## src/hdl/bcx_pkg.sv

```systemverilog
// Summary of operation
// - jump loads nine-bit immediate into program counter bits 8..0
// - jump fills program counter bits 10..9 from status bits 6..5
// - jump takes two instruction cycles and leaves all flags alone
// - or_imm_into_acc ORs accumulator with literal, result to accumulator, Z only
// - or_acc_file ORs accumulator with file register; dest bit picks target
// - or_acc_file updates zero flag only
// - copy_acc_to_file stores accumulator into file register, flags untouched
// - copy_file sends file value to accumulator or back to register
// - copy_file updates zero flag from moved value
// - load_imm_acc puts literal into accumulator, flags untouched
// - configuration load copies accumulator into configuration register, flags untouched
// - return_imm_acc loads literal into accumulator, pc from stack_top
// - return_imm_acc takes two instruction cycles
`default_nettype none
package bcx_pkg;
  localparam int PC_W    = 11;
  localparam int DATA_W  = 8;
  localparam int INSTR_W = 12;
  localparam int FADDR_W = 5;
  localparam int FILE_DEPTH = 32;

  localparam logic [FADDR_W-1:0] STATUS_ADDR = 5'h03;
  localparam int Z_BIT   = 2;
  localparam int PAGE_LO = 5;
  localparam int PAGE_HI = 6;

  localparam logic [PC_W-1:0]    PC_RST     = 11'h000;
  localparam logic [DATA_W-1:0]  ACC_RST    = 8'h00;
  localparam logic [DATA_W-1:0]  STATUS_RST = 8'h00;
  localparam logic [DATA_W-1:0]  CONFIG_RST = 8'hff;
  localparam logic [DATA_W-1:0]  FILE_RST   = 8'h00;

  // opcode patterns and masks
  localparam logic [INSTR_W-1:0] MSK_JMP = 12'he00;
  localparam logic [INSTR_W-1:0] OPC_JMP = 12'ha00;
  localparam logic [INSTR_W-1:0] MSK_LIT = 12'hf00;
  localparam logic [INSTR_W-1:0] OPC_ORL = 12'hd00;
  localparam logic [INSTR_W-1:0] OPC_LDL = 12'hc00;
  localparam logic [INSTR_W-1:0] OPC_RET = 12'h800;
  localparam logic [INSTR_W-1:0] MSK_FD  = 12'hfc0;
  localparam logic [INSTR_W-1:0] OPC_ORF = 12'h100;
  localparam logic [INSTR_W-1:0] OPC_CPF = 12'h200;
  localparam logic [INSTR_W-1:0] MSK_FW  = 12'hfe0;
  localparam logic [INSTR_W-1:0] OPC_CPW = 12'h020;
  localparam logic [INSTR_W-1:0] OPC_IDL = 12'h000;
  localparam logic [INSTR_W-1:0] OPC_CFG = 12'h002;
  localparam int DEST_BIT = 5;

  typedef enum logic [3:0] {
    OP_IDLE = 4'h0,
    OP_JUMP = 4'h1,
    OP_ORL  = 4'h2,
    OP_ORF  = 4'h3,
    OP_CPW  = 4'h4,
    OP_CPF  = 4'h5,
    OP_LDL  = 4'h6,
    OP_CFG  = 4'h7,
    OP_RET  = 4'h8,
    OP_BAD  = 4'h9
  } bcx_op_e;

  typedef enum logic [0:0] {
    PH_EXEC  = 1'b0,
    PH_FLUSH = 1'b1
  } bcx_phase_e;

  function automatic logic bcxIsZero(input logic [DATA_W-1:0] v);
    return (v == '0);
  endfunction
endpackage
`default_nettype wire
```

## src/hdl/bcx_file_if.sv

```systemverilog
`timescale 1ns/1ps
`default_nettype none
interface bcx_file_if;
  import bcx_pkg::*;
  logic [FADDR_W-1:0] addr;
  logic               wrEn;
  logic [DATA_W-1:0]  wrData;
  logic [DATA_W-1:0]  rdData;
  modport core  (output addr, output wrEn, output wrData, input rdData);
  modport store (input addr, input wrEn, input wrData, output rdData);
endinterface
`default_nettype wire

```

## src/hdl/bcx_core.sv

```systemverilog
`timescale 1ns/1ps
`default_nettype none
module bcx_core
  import bcx_pkg::*;
(
  input  wire logic               clk,        // instruction clock
  input  wire logic               rst,        // async reset, high
  input  wire logic [INSTR_W-1:0] progData,   // word at progAddr
  input  wire logic [PC_W-1:0]    stackTop,   // return address
  output logic [PC_W-1:0]         progAddr,   // program counter
  output logic [DATA_W-1:0]       accOut,     // accumulator
  output logic [DATA_W-1:0]       statusOut,  // status register
  output logic [DATA_W-1:0]       configOut,  // configuration reg
  output logic                    stackPop,   // stack popped
  output logic                    retired,    // instr completed
  output logic                    badOp       // unknown opcode
);
  // ----------------------------------------------------------
  // state
  // ----------------------------------------------------------
  bcx_phase_e        phase_r, phase_nxt;
  logic [PC_W-1:0]   pc_r, pc_nxt;
  logic [DATA_W-1:0] acc_r, acc_nxt;
  logic [DATA_W-1:0] status_r, status_nxt;
  logic [DATA_W-1:0] config_r, config_nxt;
  logic              pop_r, pop_nxt;
  logic              retired_r, retired_nxt;
  logic              bad_r, bad_nxt;

  // ----------------------------------------------------------
  // decode
  // ----------------------------------------------------------
  bcx_op_e            op;
  logic [8:0]         imm9;
  logic [DATA_W-1:0]  imm8;
  logic [FADDR_W-1:0] fAddr;
  logic               dest;

  bcx_decode bcx_decode_i (
    .instr (progData),
    .op    (op),
    .imm9  (imm9),
    .imm8  (imm8),
    .fAddr (fAddr),
    .dest  (dest)
  );

  // ----------------------------------------------------------
  // file registers
  // ----------------------------------------------------------
  bcx_file_if fileIf ();

  bcx_file_store #(
    .DEPTH (FILE_DEPTH)
  ) bcx_file_store_i (
    .clk (clk),
    .rst (rst),
    .fIf (fileIf)
  );

  logic              isStatus;
  logic [DATA_W-1:0] fileVal;
  logic [DATA_W-1:0] result;
  logic              fileWr;
  logic              execute;

  assign execute  = (phase_r == PH_EXEC);
  assign isStatus = (fAddr == STATUS_ADDR);
  assign fileVal  = isStatus ? status_r : fileIf.rdData;

  // ----------------------------------------------------------
  // datapath result and file write
  // ----------------------------------------------------------
  always_comb begin
    result = acc_r;
    fileWr = 1'b0;
    case (op)
      OP_ORL: result = acc_r | imm8;
      OP_ORF: begin
        result = acc_r | fileVal;
        fileWr = dest;
      end
      OP_CPW: begin
        result = acc_r;
        fileWr = 1'b1;
      end
      OP_CPF: begin
        result = fileVal;
        fileWr = dest;
      end
      OP_LDL: result = imm8;
      OP_RET: result = imm8;
      default: result = acc_r;
    endcase
  end

  assign fileIf.addr   = fAddr;
  assign fileIf.wrData = result;
  assign fileIf.wrEn   = execute & fileWr & ~isStatus;

  // ----------------------------------------------------------
  // sequencing and architectural registers
  // ----------------------------------------------------------
  always_comb begin
    phase_nxt   = PH_EXEC;
    pc_nxt      = pc_r;
    acc_nxt     = acc_r;
    status_nxt  = status_r;
    config_nxt  = config_r;
    pop_nxt     = 1'b0;
    retired_nxt = 1'b0;
    bad_nxt     = 1'b0;
    if (execute) begin
      pc_nxt = pc_r + 11'h001;
      retired_nxt = 1'b1;
      // file write to the status address lands in status
      if (fileWr && isStatus) begin
        status_nxt = result;
      end
      case (op)
        OP_JUMP: begin
          pc_nxt[8:0] = imm9;
          pc_nxt[PC_W-1:9] = status_r[PAGE_HI:PAGE_LO];
          phase_nxt = PH_FLUSH;
          retired_nxt = 1'b0;
        end
        OP_ORL: begin
          acc_nxt = result;
          status_nxt[Z_BIT] = bcxIsZero(result);
        end
        OP_ORF: begin
          if (!dest) begin
            acc_nxt = result;
          end
          status_nxt[Z_BIT] = bcxIsZero(result);
        end
        OP_CPW: begin
          acc_nxt = acc_r;
        end
        OP_CPF: begin
          if (!dest) begin
            acc_nxt = result;
          end
          status_nxt[Z_BIT] = bcxIsZero(result);
        end
        OP_LDL: acc_nxt = result;
        OP_CFG: config_nxt = acc_r;
        OP_RET: begin
          acc_nxt = result;
          pc_nxt = stackTop;
          pop_nxt = 1'b1;
          phase_nxt = PH_FLUSH;
          retired_nxt = 1'b0;
        end
        OP_BAD: bad_nxt = 1'b1;
        default: acc_nxt = acc_r;
      endcase
    end else begin
      // flush cycle: fetched word discarded
      retired_nxt = 1'b1;
    end
  end

  always_ff @(posedge clk or posedge rst) begin
    if (rst) begin
      phase_r   <= PH_EXEC;
      pc_r      <= PC_RST;
      acc_r     <= ACC_RST;
      status_r  <= STATUS_RST;
      config_r  <= CONFIG_RST;
      pop_r     <= 1'b0;
      retired_r <= 1'b0;
      bad_r     <= 1'b0;
    end else begin
      phase_r   <= phase_nxt;
      pc_r      <= pc_nxt;
      acc_r     <= acc_nxt;
      status_r  <= status_nxt;
      config_r  <= config_nxt;
      pop_r     <= pop_nxt;
      retired_r <= retired_nxt;
      bad_r     <= bad_nxt;
    end
  end

  // ----------------------------------------------------------
  // outputs
  // ----------------------------------------------------------
  assign progAddr  = pc_r;
  assign accOut    = acc_r;
  assign statusOut = status_r;
  assign configOut = config_r;
  assign stackPop  = pop_r;
  assign retired   = retired_r;
  assign badOp     = bad_r;
endmodule // bcx_core
`default_nettype wire

```

## src/hdl/bcx_decode.sv

```systemverilog
`timescale 1ns/1ps
`default_nettype none
module bcx_decode
  import bcx_pkg::*;
(
  input  wire logic [INSTR_W-1:0] instr,  // fetched word
  output var bcx_op_e             op,     // decoded operation
  output logic [8:0]              imm9,   // jump target
  output logic [DATA_W-1:0]       imm8,   // literal
  output logic [FADDR_W-1:0]      fAddr,  // file address
  output logic                    dest    // 1: back to file
);
  always_comb begin
    imm9  = instr[8:0];
    imm8  = instr[DATA_W-1:0];
    fAddr = instr[FADDR_W-1:0];
    dest  = instr[DEST_BIT];
    if ((instr & MSK_JMP) == OPC_JMP) op = OP_JUMP;
    else if ((instr & MSK_LIT) == OPC_ORL) op = OP_ORL;
    else if ((instr & MSK_LIT) == OPC_LDL) op = OP_LDL;
    else if ((instr & MSK_LIT) == OPC_RET) op = OP_RET;
    else if ((instr & MSK_FD) == OPC_ORF) op = OP_ORF;
    else if ((instr & MSK_FD) == OPC_CPF) op = OP_CPF;
    else if ((instr & MSK_FW) == OPC_CPW) op = OP_CPW;
    else if (instr == OPC_IDL) op = OP_IDLE;
    else if (instr == OPC_CFG) op = OP_CFG;
    else op = OP_BAD;
  end
endmodule // bcx_decode
`default_nettype wire

```

## src/hdl/bcx_file_store.sv

```systemverilog
`timescale 1ns/1ps
`default_nettype none
module bcx_file_store
  import bcx_pkg::*;
#(
  parameter int DEPTH = FILE_DEPTH
) (
  input  wire logic clk,   // instruction clock
  input  wire logic rst,   // async reset
  bcx_file_if.store fIf    // core access
);
  logic [DATA_W-1:0] mem_r   [DEPTH];
  logic [DATA_W-1:0] mem_nxt [DEPTH];

  assign fIf.rdData = mem_r[fIf.addr];

  always_comb begin
    for (int i = 0; i < DEPTH; i++) begin
      mem_nxt[i] = mem_r[i];
    end
    if (fIf.wrEn) begin
      mem_nxt[fIf.addr] = fIf.wrData;
    end
  end

  always_ff @(posedge clk or posedge rst) begin
    if (rst) begin
      for (int i = 0; i < DEPTH; i++) begin
        mem_r[i] <= FILE_RST;
      end
    end else begin
      mem_r <= mem_nxt;
    end
  end
endmodule // bcx_file_store
`default_nettype wire

```

## config.mk

```make
export PLATFORM = sky130hd
export DESIGN_NAME = bcx_core
export DESIGN_NICKNAME = d
export VERILOG_FILES = /design/src/hdl/bcx_pkg.sv /design/src/hdl/bcx_file_if.sv /design/src/hdl/bcx_core.sv /design/src/hdl/bcx_decode.sv /design/src/hdl/bcx_file_store.sv
export SDC_FILE = /design/constraint.sdc
export NUM_CORES = 1
export LEC_CHECK = 0
export ABC_AREA = 1
export BUFFER_PORTS_ARGS = -buffer_cell sky130_fd_sc_hd__buf_2
export CAP_MARGIN = 40
export CORE_UTILIZATION = 40
export CTS_CLUSTER_DIAMETER = 120
export DETAILED_ROUTE_END_ITERATION = 8
export HOLD_SLACK_MARGIN = 0.12
export PLACE_DENSITY_LB_ADDON = 0.15
export SYNTH_ARGS = -nofsm -noshare
export SYNTH_HDL_FRONTEND = slang
export SYNTH_SLANG_ARGS = --single-unit
```

## constraint.sdc

```tcl
create_clock -name clk -period 12.8 [get_ports clk]
set_input_delay 2.56 -clock clk [delete_from_list [all_inputs] [get_ports clk]]
set_output_delay 2.56 -clock clk [all_outputs]
set_load 0.02 [all_outputs]
```

Word-level counts from Yosys, hierarchy flattened:

Index checks and enable logic that the tools add are counted.

* $add $sub $neg: 1
* $mul: 0
* reduce and logical (&&, ||, !) cells: 15
* shift-type cells: 0
* bitwise operators: 7
* div/mod/pow operators: 0
* order comparisons: 2
* muxes and demuxes: 31
* equality and inequality tests: 19

Operators with widths (number)
* 256-bit bitwise mux: 1
* 8-bit binary-select mux with 5-bit select: 1
* 8-bit demux with 5-bit select: 1
* 8-bit two-way mux: 5
* 4-bit two-way mux: 9
* 8-bit case mux with 4 select lines: 1
* 11-bit case mux with 2 select lines: 1
* 4-bit equality test, second input constant: 5
* 4-bit by 3-bit equality test with 1-bit output, second input constant: 4
* 8-bit bitwise OR: 2
* 8-bit case mux with 2 select lines: 1
* 12-bit by 2-bit equality test with 1-bit output, second input constant: 1
* 12-bit zero test: 1
* 11-bit by 1-bit adder with 11-bit output, second input constant: 1
* 1-bit two-way mux: 9
* 4-bit by 2-bit equality test with 1-bit output, second input constant: 2
* 8-bit zero test: 1
* 7-bit by 1-bit equality test with 1-bit output, second input constant: 1
* 6-bit by 3-bit equality test with 1-bit output, second input constant: 1
* 6-bit by 4-bit equality test with 1-bit output, second input constant: 1
* 6-bit >= comparator, second input constant: 1
* 6-bit by 1-bit less-than comparator with 1-bit output, second input constant: 1
* 5-bit inverter with 6-bit output: 1
* 2-bit AND reduction: 3
* other kinds (13): 20

* logic and storage cells: 116
* bits in latches: 0
* bits in read-only memories: 0
* memories kept: 0
* memory bits (writable): 0
* register bits after elaboration: 295

Logic depth before layout (Yosys ltp):

Gate-level depths: netlist of run 1.

* word-level depth: 16
* depth in mapped cells: 18
* mapped depth without buffers: 16

Cells and area by module:

A second synthesis of run 1 with hierarchy kept.

* cell total of the unflattened synthesis: 2018
* area, all modules: 14785.4 um^2

By module, submodules not included
* bcx_file_store: area each 12045.3 um^2, sequential area each 6406.1 um^2, instances 1, cells each 1634
* bcx_core: area each 2374.8 um^2, sequential area each 985.9 um^2, instances 1, cells each 317
* bcx_decode: area each 365.4 um^2, sequential area each 0.0 um^2, instances 1, cells each 67

Worst setup path before layout of run 1:

No wires, ideal clock.

* path type: input-to-reg
* start point: input progData[10]
* end point: register bcx_file_store_i.mem_r[184] in the netlist's numbering
* arrival: 4.198 ns
* slack: 8.470 ns
* required time: 12.668 ns
* cell stages on the path: 14
* buffers on the path: 1
* setup time: 0.132 ns
* path through: or2_1 -> nor2_2 -> nand2_2 -> a21oi_1 -> nor2_1 -> nor3_2 -> inv_2 -> nor2_1 -> inv_2 -> nor2_1 -> inv_1 -> buf_2 -> nand2_1 -> o21ai_1

* cells in the longest elaborated chain, start to end: 15
* elaborated cells between the ends (all ways): 31
* classes of those cells: eq/ne (14); mux (12); bitwise (2); reduce/logical (3)

RTL lines
* start, declared: RTL line bcx_core.sv:8 `input wire logic [INSTR_W-1:0] progData,`
* 12-bit by 2-bit equality test with 1-bit output: RTL line bcx_decode.sv:26 `else if (instr == OPC_CFG) op = OP_CFG;`
* 4-bit two-way mux: RTL line bcx_decode.sv:26
* 4-bit two-way mux: RTL line bcx_decode.sv:25 `else if (instr == OPC_IDL) op = OP_IDLE;`
* 4-bit two-way mux: RTL line bcx_decode.sv:24 `else if ((instr & MSK_FW) == OPC_CPW) op = OP_CPW;`
* 4-bit two-way mux: RTL line bcx_decode.sv:23 `else if ((instr & MSK_FD) == OPC_CPF) op = OP_CPF;`
* 4-bit two-way mux: RTL line bcx_decode.sv:22 `else if ((instr & MSK_FD) == OPC_ORF) op = OP_ORF;`
* 4-bit two-way mux: RTL line bcx_decode.sv:21 `else if ((instr & MSK_LIT) == OPC_RET) op = OP_RET;`
* 4-bit two-way mux: RTL line bcx_decode.sv:20 `else if ((instr & MSK_LIT) == OPC_LDL) op = OP_LDL;`
* 4-bit two-way mux: RTL line bcx_decode.sv:19 `else if ((instr & MSK_LIT) == OPC_ORL) op = OP_ORL;`
* 4-bit two-way mux (*): RTL line bcx_decode.sv:18 `if ((instr & MSK_JMP) == OPC_JMP) op = OP_JUMP;`
* 4-bit by 3-bit equality test with 1-bit output or 4-bit by 2-bit equality test with 1-bit output (tied branches): RTL line bcx_core.sv:77 `case (op)`
* 2-bit OR reduction (no line)
* 1-bit case mux with 2 select lines: RTL line bcx_core.sv:77
* 1-bit AND (2 in series): RTL line bcx_core.sv:99 `assign fileIf.wrEn = execute & fileWr & ~isStatus;`
* end signal, assigned: RTL line bcx_file_store.sv:32 `mem_r <= mem_nxt;`
* end, declared: RTL line bcx_file_store.sv:12 `logic [DATA_W-1:0] mem_r [DEPTH];`

Mark *: on every way between the ends. The rest lies on a longest branch, timed or not.
A chain may end at the register's enable or synchronous reset.

Worst setup path in the final report of run 1:

* start point: input progData[0]
* end point: register bcx_file_store_i.mem_r[104] in the netlist's numbering

* cells in the longest elaborated chain, start to end: 15
* elaborated cells between the ends (all ways): 38
* classes of those cells: order compare (2); eq/ne (8); mux (18); bitwise (6); reduce/logical (4)

RTL lines (RTL line)
* 12-bit by 2-bit equality test with 1-bit output: bcx_decode.sv:26
* 4-bit two-way mux: bcx_decode.sv:26
* 4-bit two-way mux: bcx_decode.sv:25
* 4-bit two-way mux: bcx_decode.sv:24
* 4-bit two-way mux: bcx_decode.sv:23
* 4-bit two-way mux: bcx_decode.sv:22
* 4-bit two-way mux: bcx_decode.sv:21
* 4-bit two-way mux: bcx_decode.sv:20
* 4-bit two-way mux: bcx_decode.sv:19
* 4-bit two-way mux: bcx_decode.sv:18
* 4-bit by 3-bit equality test with 1-bit output or 4-bit by 2-bit equality test with 1-bit output (tied branches): bcx_core.sv:77
* 2-bit OR reduction (no line)
* 1-bit case mux with 2 select lines: bcx_core.sv:77
* 1-bit AND (2 in series): bcx_core.sv:99

Several ways; a longest one is shown, not always the timed one. The select of a mux whose other input is x is not followed.

==> out/results.txt, run 1 <==
Number of resized instances in the post-cts repair step = 0
Number of global-route vias before repair = 11489
Number of search-and-repair iterations in the first detailed-routing pass = 5
Rel. slew slack = 34.4%
Count of buffers from port buffering = 62
Global-route wire length before repair = 68.6 mm
Fraction of synthesis flops using an asynchronous set or reset pin = 100%
Final-report hold violation count = 0
Period Utilization, post-route = 46.1%
Total congestion overflow after global routing = 0
Crit path time final = 5900 ps
List of most frequent post-synthesis cells = 748 x sky130_fd_sc_hd__nand2_1, 280 x sky130_fd_sc_hd__dfrtp_1, 189 x sky130_fd_sc_hd__o21ai_1
Launch instance of the worst register-to-register path = bcx_file_store_i.mem_r[153]$_DFFE_PP0P_
Smallest hold slack = 376 ps
Clock Tree Root = sky130_fd_sc_hd__clkbuf_16
Result of the run = completed
Area growth from synthesis to final layout = 13.3%
Area of all placed cells without fillers = 15600 um2
Largest net degree at the start of global routing = 158
Fraction of layout cells with a size suffix above 1 = 10.9%
Horiz. Die Dim = 188 um
# H-tree levels = 2
Yosys top cell by area = sky130_fd_sc_hd__dfrtp_1
Fin. max-slew vios = 0
CTS tree = done
Power per cell area = 149 nW/um2
Total wire length after detailed routing = 43.6 mm
Routed vias = 12088
Chain of cells forming the critical path = buf_2, buf_4, nor2_2, buf_4, nand2_1, nand2_1, nor2_1, nor2_1, nor2_1, nand3_1, nand3_1, nand4_1, nand2_1, buf_4, o21ai_1
Startpoint type of the worst setup path = primary input
Number of flops mapped to enable cells by yosys = 0
Setup violations, final = 0
Final sum of negative setup slack = 0 ps
Top area cells in the synthesized netlist = sky130_fd_sc_hd__dfrtp_1 51%, sky130_fd_sc_hd__nand2_1 20%, sky130_fd_sc_hd__o21ai_1 6.9%, sky130_fd_sc_hd__o21ai_0 3.3%, sky130_fd_sc_hd__inv_1 2.8%
Number of antenna cells inserted = 0
Worst hold-check path type = reg2reg
Overall die area = 35200 um2
Clock tree buffer depth = 3
Routability-driven placement congestion ratio = 0.862
Placed wire-length estimate = 28.0 mm
Layout filler cell count = 3421
Vias per cell = 5.24
Startpoint-to-endpoint class of the critical path = in2reg
Net count, final = 1859
DIE HEIGHT = 188 um
Final routed wire length divided by cell count = 18.9 um
Clock insertion delay at the later pin of the skew report = 510 ps
Skew final = 18.5 ps
Cell Rows = 67
Total clock sinks = 288
Nature of the critical path endpoint = register
Warning count from the yosys run = 0
Post-detailed-route count of antenna-violating nets = 0
Fmax = 169 MHz
Number of buffers inserted for hold repair after clock tree synthesis = 0
Most common flop cell mapped by yosys = sky130_fd_sc_hd__dfrtp_1
Post-CTS repair timing setup buffer count = 0
Post-synthesis cell count = 1807
Worst reg2reg path depth = 16
Static leakage = 0.00751 uW
Start point of the critical path = progData[0]
Clock-pin slew reported for the worst setup and hold paths after clock tree synthesis = 50 ps
Number of top-level pins = 63
Cell variety after synth = 34
Starting density of the core = 40.9%
Placed Instance Area = 14500 um2
Number of nets produced by synthesis = 1833
Highest-delay cell along the critical path = sky130_fd_sc_hd__buf_4
Top-count cell post-synth = sky130_fd_sc_hd__nand2_1
Initial antenna violation count = 0
Register-to-Register Setup Slack = 9990 ps
Total standard cell area after synthesis = 13800 um2
Global-route total usage across every layer = 25.2%
Number of register bits inferred by synthesis = 288
Fraction of synthesized cell area taken by the top area cell type = 50.9%
Arrival time of the worst setup path = 6280 ps
Reg-to-reg critical path endpoint = statusOut[2]$_DFFE_PP0P_
Worst vdd ir = 89.9 uV
Critical Path Sink = bcx_file_store_i.mem_r[104]$_DFFE_PP0P_
Worst endpoint required time = 13170 ps
Number of buffers created by CTS = 35
Setup repair after global routing missed its margin = false
Floorplan Core Area = 33700 um2
Critical-path maximum fanout = 45
Max-cap violation count = 0
Mean cell area of the mapped netlist = 7.62 um2
Crit-path max cell delay = 580 ps
Share of the yosys chip area belonging to registers = 52.4%
DR iter-0 viols = 1180
Actual slew at the worst max-slew pin = 985 ps
DRC violation count after routing = 0
-- worst max-delay path: cells and delay by family --
kind | cells | cell delay (ps)
buf+inv | 4 | 1820
simple gates | 10 | 1650
compound gates | 1 | 120
-- sequential cells by signal, summed over array words and instances, names as in the netlist --
register,count
progAddr,11
stackPop,1
statusOut,8
badOp,1
configOut,8
phase_r,1
retired,1
accOut,8
bcx_file_store_i.mem_r,249
-- placed cells by master (no fill, tap or decap), types with 11 or more instances in the layout --
master / Yosys / layout
sky130_fd_sc_hd__nor2_1: 97 / 94
sky130_fd_sc_hd__buf_2: 67 / 62
sky130_fd_sc_hd__clkbuf_1: 25 / 13
sky130_fd_sc_hd__a221oi_1: 11 / 11
sky130_fd_sc_hd__inv_2: 26 / 26
sky130_fd_sc_hd__o21ai_1: 189 / 189
sky130_fd_sc_hd__nand4_1: 13 / 13
sky130_fd_sc_hd__nand3_1: 50 / 50
sky130_fd_sc_hd__o21ai_0: 90 / 90
sky130_fd_sc_hd__nor2_2: 12 / 14
sky130_fd_sc_hd__inv_1: 101 / 100
sky130_fd_sc_hd__nand2_1: 748 / 748
sky130_fd_sc_hd__buf_4: 2 / 18
sky130_fd_sc_hd__dfrtp_1: 280 / 280
sky130_fd_sc_hd__clkbuf_16: 0 / 37
sky130_fd_sc_hd__a21oi_1: 29 / 29
sky130_fd_sc_hd__o22ai_1: 13 / 13
-- report_power, final --
part | leakage, uW | total, uW | switching [uW] | internal [uW]
Combinational | 0.00316 | 336 | 253 | 82.8
Sequential | 0.00379 | 986 | 35.7 | 950
Clock | 0.000562 | 999 | 387 | 611
-- through the flow --
step	total power [uW]	utilization [%]	setup WS, ps	std cells
global placement	1320	42.6	6240	2237
finish	2320	46.3	6900	2307
global route	2410	46.3	6710	2307
detailed placement	1340	42.9	6520	2244
floorplan	1200	-	2300	1807
CTS	2340	46.3	7020	2307
-- area by class of cell --
class / count / area [um2] / area share (%)
well taps: 448 / 561 / 3.59
clock inverters: 6 / 82.6 / 0.529
clock buffers: 57 / 1070 / 6.86
repair buffers: 85 / 551 / 3.53
flip-flops and latches: 288 / 7220 / 46.2
inverters: 129 / 492 / 3.15
multi-input cells: 1294 / 5630 / 36.1
-- worst min path at each step --
| stage | from | end | slack, ps | depth (start not counted) |
|---|---|---|---|---|
| after CTS | bcx_file_store_i.mem_r[229]$_DFFE_PP0P_ | bcx_file_store_i.mem_r[229]$_DFFE_PP0P_ | 380 | 0 |
| after detailed placement | bcx_file_store_i.mem_r[229]$_DFFE_PP0P_ | bcx_file_store_i.mem_r[229]$_DFFE_PP0P_ | 370 | 0 |
| after global placement | bcx_file_store_i.mem_r[229]$_DFFE_PP0P_ | bcx_file_store_i.mem_r[229]$_DFFE_PP0P_ | 370 | 0 |
| after global routing | bcx_file_store_i.mem_r[229]$_DFFE_PP0P_ | bcx_file_store_i.mem_r[229]$_DFFE_PP0P_ | 400 | 0 |
| final | bcx_file_store_i.mem_r[229]$_DFFE_PP0P_ | bcx_file_store_i.mem_r[229]$_DFFE_PP0P_ | 380 | 0 |
| after floorplan | bcx_file_store_i.mem_r[229]$_DFFE_PP0P_ | bcx_file_store_i.mem_r[229]$_DFFE_PP0P_ | 430 | 1 |
-- per-layer routing --
| metal | wire length (um) | vias up | part of all wire (%) | global-route usage [%] |
|---|---|---|---|---|
| met2 | 19500 | 388 | 45 | 38.4 |
| met4 | 1210 | 0 | 2.8 | 7.63 |
| li1 | - | 5823 | - | - |
| met3 | 2900 | 72 | 6.7 | 4.57 |
| met5 | 0 | - | 0 | 0 |
| met1 | 20000 | 5805 | 46 | 36.4 |
-- logic make-up after synthesis --
group | after synthesis | share of synthesized area, %
compound gates | 342 | 13.1
xor+xnor | 2 | 0.127
fa+ha+maj | 1 | 0.0908
buf+inv | 225 | 6.79
flops | 288 | 52.4
mux | 1 | 0.0817
simple gates | 948 | 27.5
Note: power is estimated with default switching activity, not from simulation.
==> inputs of run 2 (changes only) <==
==> constraint.sdc (replaced) <==
create_clock -name clk -period 6.2 [get_ports clk]
set_input_delay 1.24 -clock clk [delete_from_list [all_inputs] [get_ports clk]]
set_output_delay 1.24 -clock clk [all_outputs]
set_load 0.02 [all_outputs]
==> out/results.txt, run 2 (same netlist as run 1, synthesis figures left out) <==
Commonest non-fill, non-tap cells in the layout = 748 x sky130_fd_sc_hd__nand2_1, 280 x sky130_fd_sc_hd__dfrtp_1, 189 x sky130_fd_sc_hd__o21ai_1
Global-route total usage across every layer = 25.0% (-0.16 points)
Clock-pin slew reported for the worst setup and hold paths after clock tree synthesis = 60 ps (about the same)
Start point of the critical path = progData[0]
Number of top-level pins = 63 (unchanged)
Buffering stage count on the worst path with inverters included = 4 (unchanged)
Routability-driven placement congestion ratio = 0.887 (+2.9%)
Setup violations, final = 0 (unchanged)
Clock Tree Root = sky130_fd_sc_hd__clkbuf_16
Largest net degree at the start of global routing = 150 (-5.1%)
Number of search-and-repair iterations in the first detailed-routing pass = 6 (+1)
Actual slew at the worst max-slew pin = 916 ps (-68.3 ps)
Count of buffers from port buffering = 62 (unchanged)
DIE HEIGHT = 188 um (unchanged)
Max-cap violation count = 0 (unchanged)
Total clock sinks = 288 (unchanged)
Period Utilization, post-route = 62.2%
Worst reg2reg path depth = 8 (-8)
Result of the run = completed
Launch instance of the worst register-to-register path = phase_r$_DFF_PP0_
Area growth from synthesis to final layout = 13.9%
Number of buffers inserted for hold repair after clock tree synthesis = 0 (unchanged)
Clock tree buffer depth = 3 (unchanged)
Skew final = 15.8 ps (-2.69 ps)
Initial antenna violation count = 0 (unchanged)
Overall die area = 35200 um2 (unchanged)
Final sum of negative setup slack = 0 ps (unchanged)
Worst endpoint required time = 6580 ps (-6590 ps)
Number of buffers created by CTS = 35 (unchanged)
Rel. slew slack = 38.9% (+4.6 points)
Placed wire-length estimate = 28.2 mm (+0.69%)
Static leakage = 0.00757 uW (+0.77%)
Starting density of the core = 40.9% (unchanged)
Register with the highest flop count = bcx_file_store_i.mem_r
Net count, final = 1870 (+0.59%)
Highest-delay cell along the critical path = sky130_fd_sc_hd__nand3_1
Fraction of layout cells with a size suffix above 1 = 11.6% (+0.70 points)
Number of resized instances in the post-cts repair step = 0 (unchanged)
Number of antenna cells inserted = 0 (unchanged)
Reg-to-reg critical path endpoint = bcx_file_store_i.mem_r[29]$_DFFE_PP0P_
CP Depth = 14 (-1)
Critical-path maximum fanout = 40 (-11%)
Chain of cells forming the critical path = buf_2, inv_2, buf_4, nand2_1, o22ai_1, o21ai_1, nand2_1, nor2_1, nand3_1, nand3_1, nand3_1, buf_4, nand2_1, o21ai_0
Register-to-Register Setup Slack = 3660 ps (-6330 ps)
# H-tree levels = 2 (unchanged)
Cell Rows = 67 (unchanged)
Startpoint type of the worst setup path = primary input
Final-report hold violation count = 0 (unchanged)
Post-detailed-route count of antenna-violating nets = 0 (unchanged)
Routed vias = 12017 (-0.59%)
Fmax = 259 MHz
DRC violation count after routing = 0 (unchanged)
Startpoint-to-endpoint class of the critical path = in2reg
Total congestion overflow after global routing = 0 (unchanged)
Crit-path max cell delay = 460 ps (-120 ps)
Family with the most delay on the worst path = simple AND/OR/NAND/NOR gates
Nature of the critical path endpoint = register
Fin. max-slew vios = 0 (unchanged)
Flip-flop count of the largest register, all copies and words added = 249 (unchanged)
Arrival time of the worst setup path = 4240 ps (-2040 ps)
Global-route wire length before repair = 68.2 mm (-0.57%)
Floorplan Core Area = 33700 um2 (unchanged)
Total power = 4800 uW (+110%)
Worst hold-check path type = reg2reg
DR iter-0 viols = 1032 (-13%)
Worst vdd ir = 163 uV (+82%)
Crit path time final = 3860 ps
Most common cell after layout, fill and taps aside = sky130_fd_sc_hd__nand2_1
Setup repair after global routing missed its margin = false
Horiz. Die Dim = 188 um (unchanged)
Number of global-route vias before repair = 11626 (+1.2%)
CTS tree = done
Post-CTS repair timing setup buffer count = 0 (unchanged)
Power per cell area = 306 nW/um2 (+110%)
Vias per cell = 5.19 (-0.97%)
Critical Path Sink = bcx_file_store_i.mem_r[38]$_DFFE_PP0P_
Final routed wire length divided by cell count = 18.6 um (-1.6%)
Clock insertion delay at the later pin of the skew report = 510 ps (about the same)
Total wire length after detailed routing = 43.1 mm (-1.2%)
## run 2: final cells by class
cell class	instances	area (um2)
fill	3383	18000
inverter	129	488
sequential	288	7220
timing repair buffer	96	629
clock inverter	8	90.1
tap	448	561
multi-input combinational	1294	5630
clock buffer	53	1070
## run 2: routing by layer
layer / vias to the layer above / global-route usage [%] / wire length (um) / share of wire [%]
li1: 5842 / - / - / -
met1: 5770 / 35.7 / 20300 / 47
met2: 337 / 39.0 / 19100 / 44
met3: 68 / 4.32 / 2510 / 5.8
met4: 0 / 7.32 / 1150 / 2.7
met5: - / 0 / 0 / 0
## run 2: power by group
part | leakage (uW) | switching, uW | internal (uW)
Clock | 0.000575 | 800 | 1270
Sequential | 0.00379 | 72.1 | 1960
Combinational | 0.00320 | 513 | 185
## run 2: stage by stage
step | setup WS [ps] | utilization, % | instance area (um2) | cells | hold slack, ps
final | 2340 | 46.5 | 15700 | 2316 | 388
after floorplan | 1150 | - | 13800 | 1807 | 429
after detailed placement | 1890 | 43.1 | 14500 | 2255 | 372
after global routing | 2170 | 46.5 | 15700 | 2316 | 412
after CTS | 2410 | 46.5 | 15700 | 2316 | 387
after global placement | 1670 | 42.9 | 14500 | 2251 | 370
## run 2: worst min-delay path by stage
stage                                            startpoint  slack (ps)                                      end  cells past startpoint
detailed placement  bcx_file_store_i.mem_r[229]$_DFFE_PP0P_         370  bcx_file_store_i.mem_r[229]$_DFFE_PP0P_                      0
global placement    bcx_file_store_i.mem_r[229]$_DFFE_PP0P_         370  bcx_file_store_i.mem_r[229]$_DFFE_PP0P_                      0
finish              bcx_file_store_i.mem_r[229]$_DFFE_PP0P_         390  bcx_file_store_i.mem_r[229]$_DFFE_PP0P_                      0
global route        bcx_file_store_i.mem_r[229]$_DFFE_PP0P_         410  bcx_file_store_i.mem_r[229]$_DFFE_PP0P_                      0
CTS                 bcx_file_store_i.mem_r[229]$_DFFE_PP0P_         390  bcx_file_store_i.mem_r[229]$_DFFE_PP0P_                      0
floorplan           bcx_file_store_i.mem_r[229]$_DFFE_PP0P_         430  bcx_file_store_i.mem_r[229]$_DFFE_PP0P_                      1
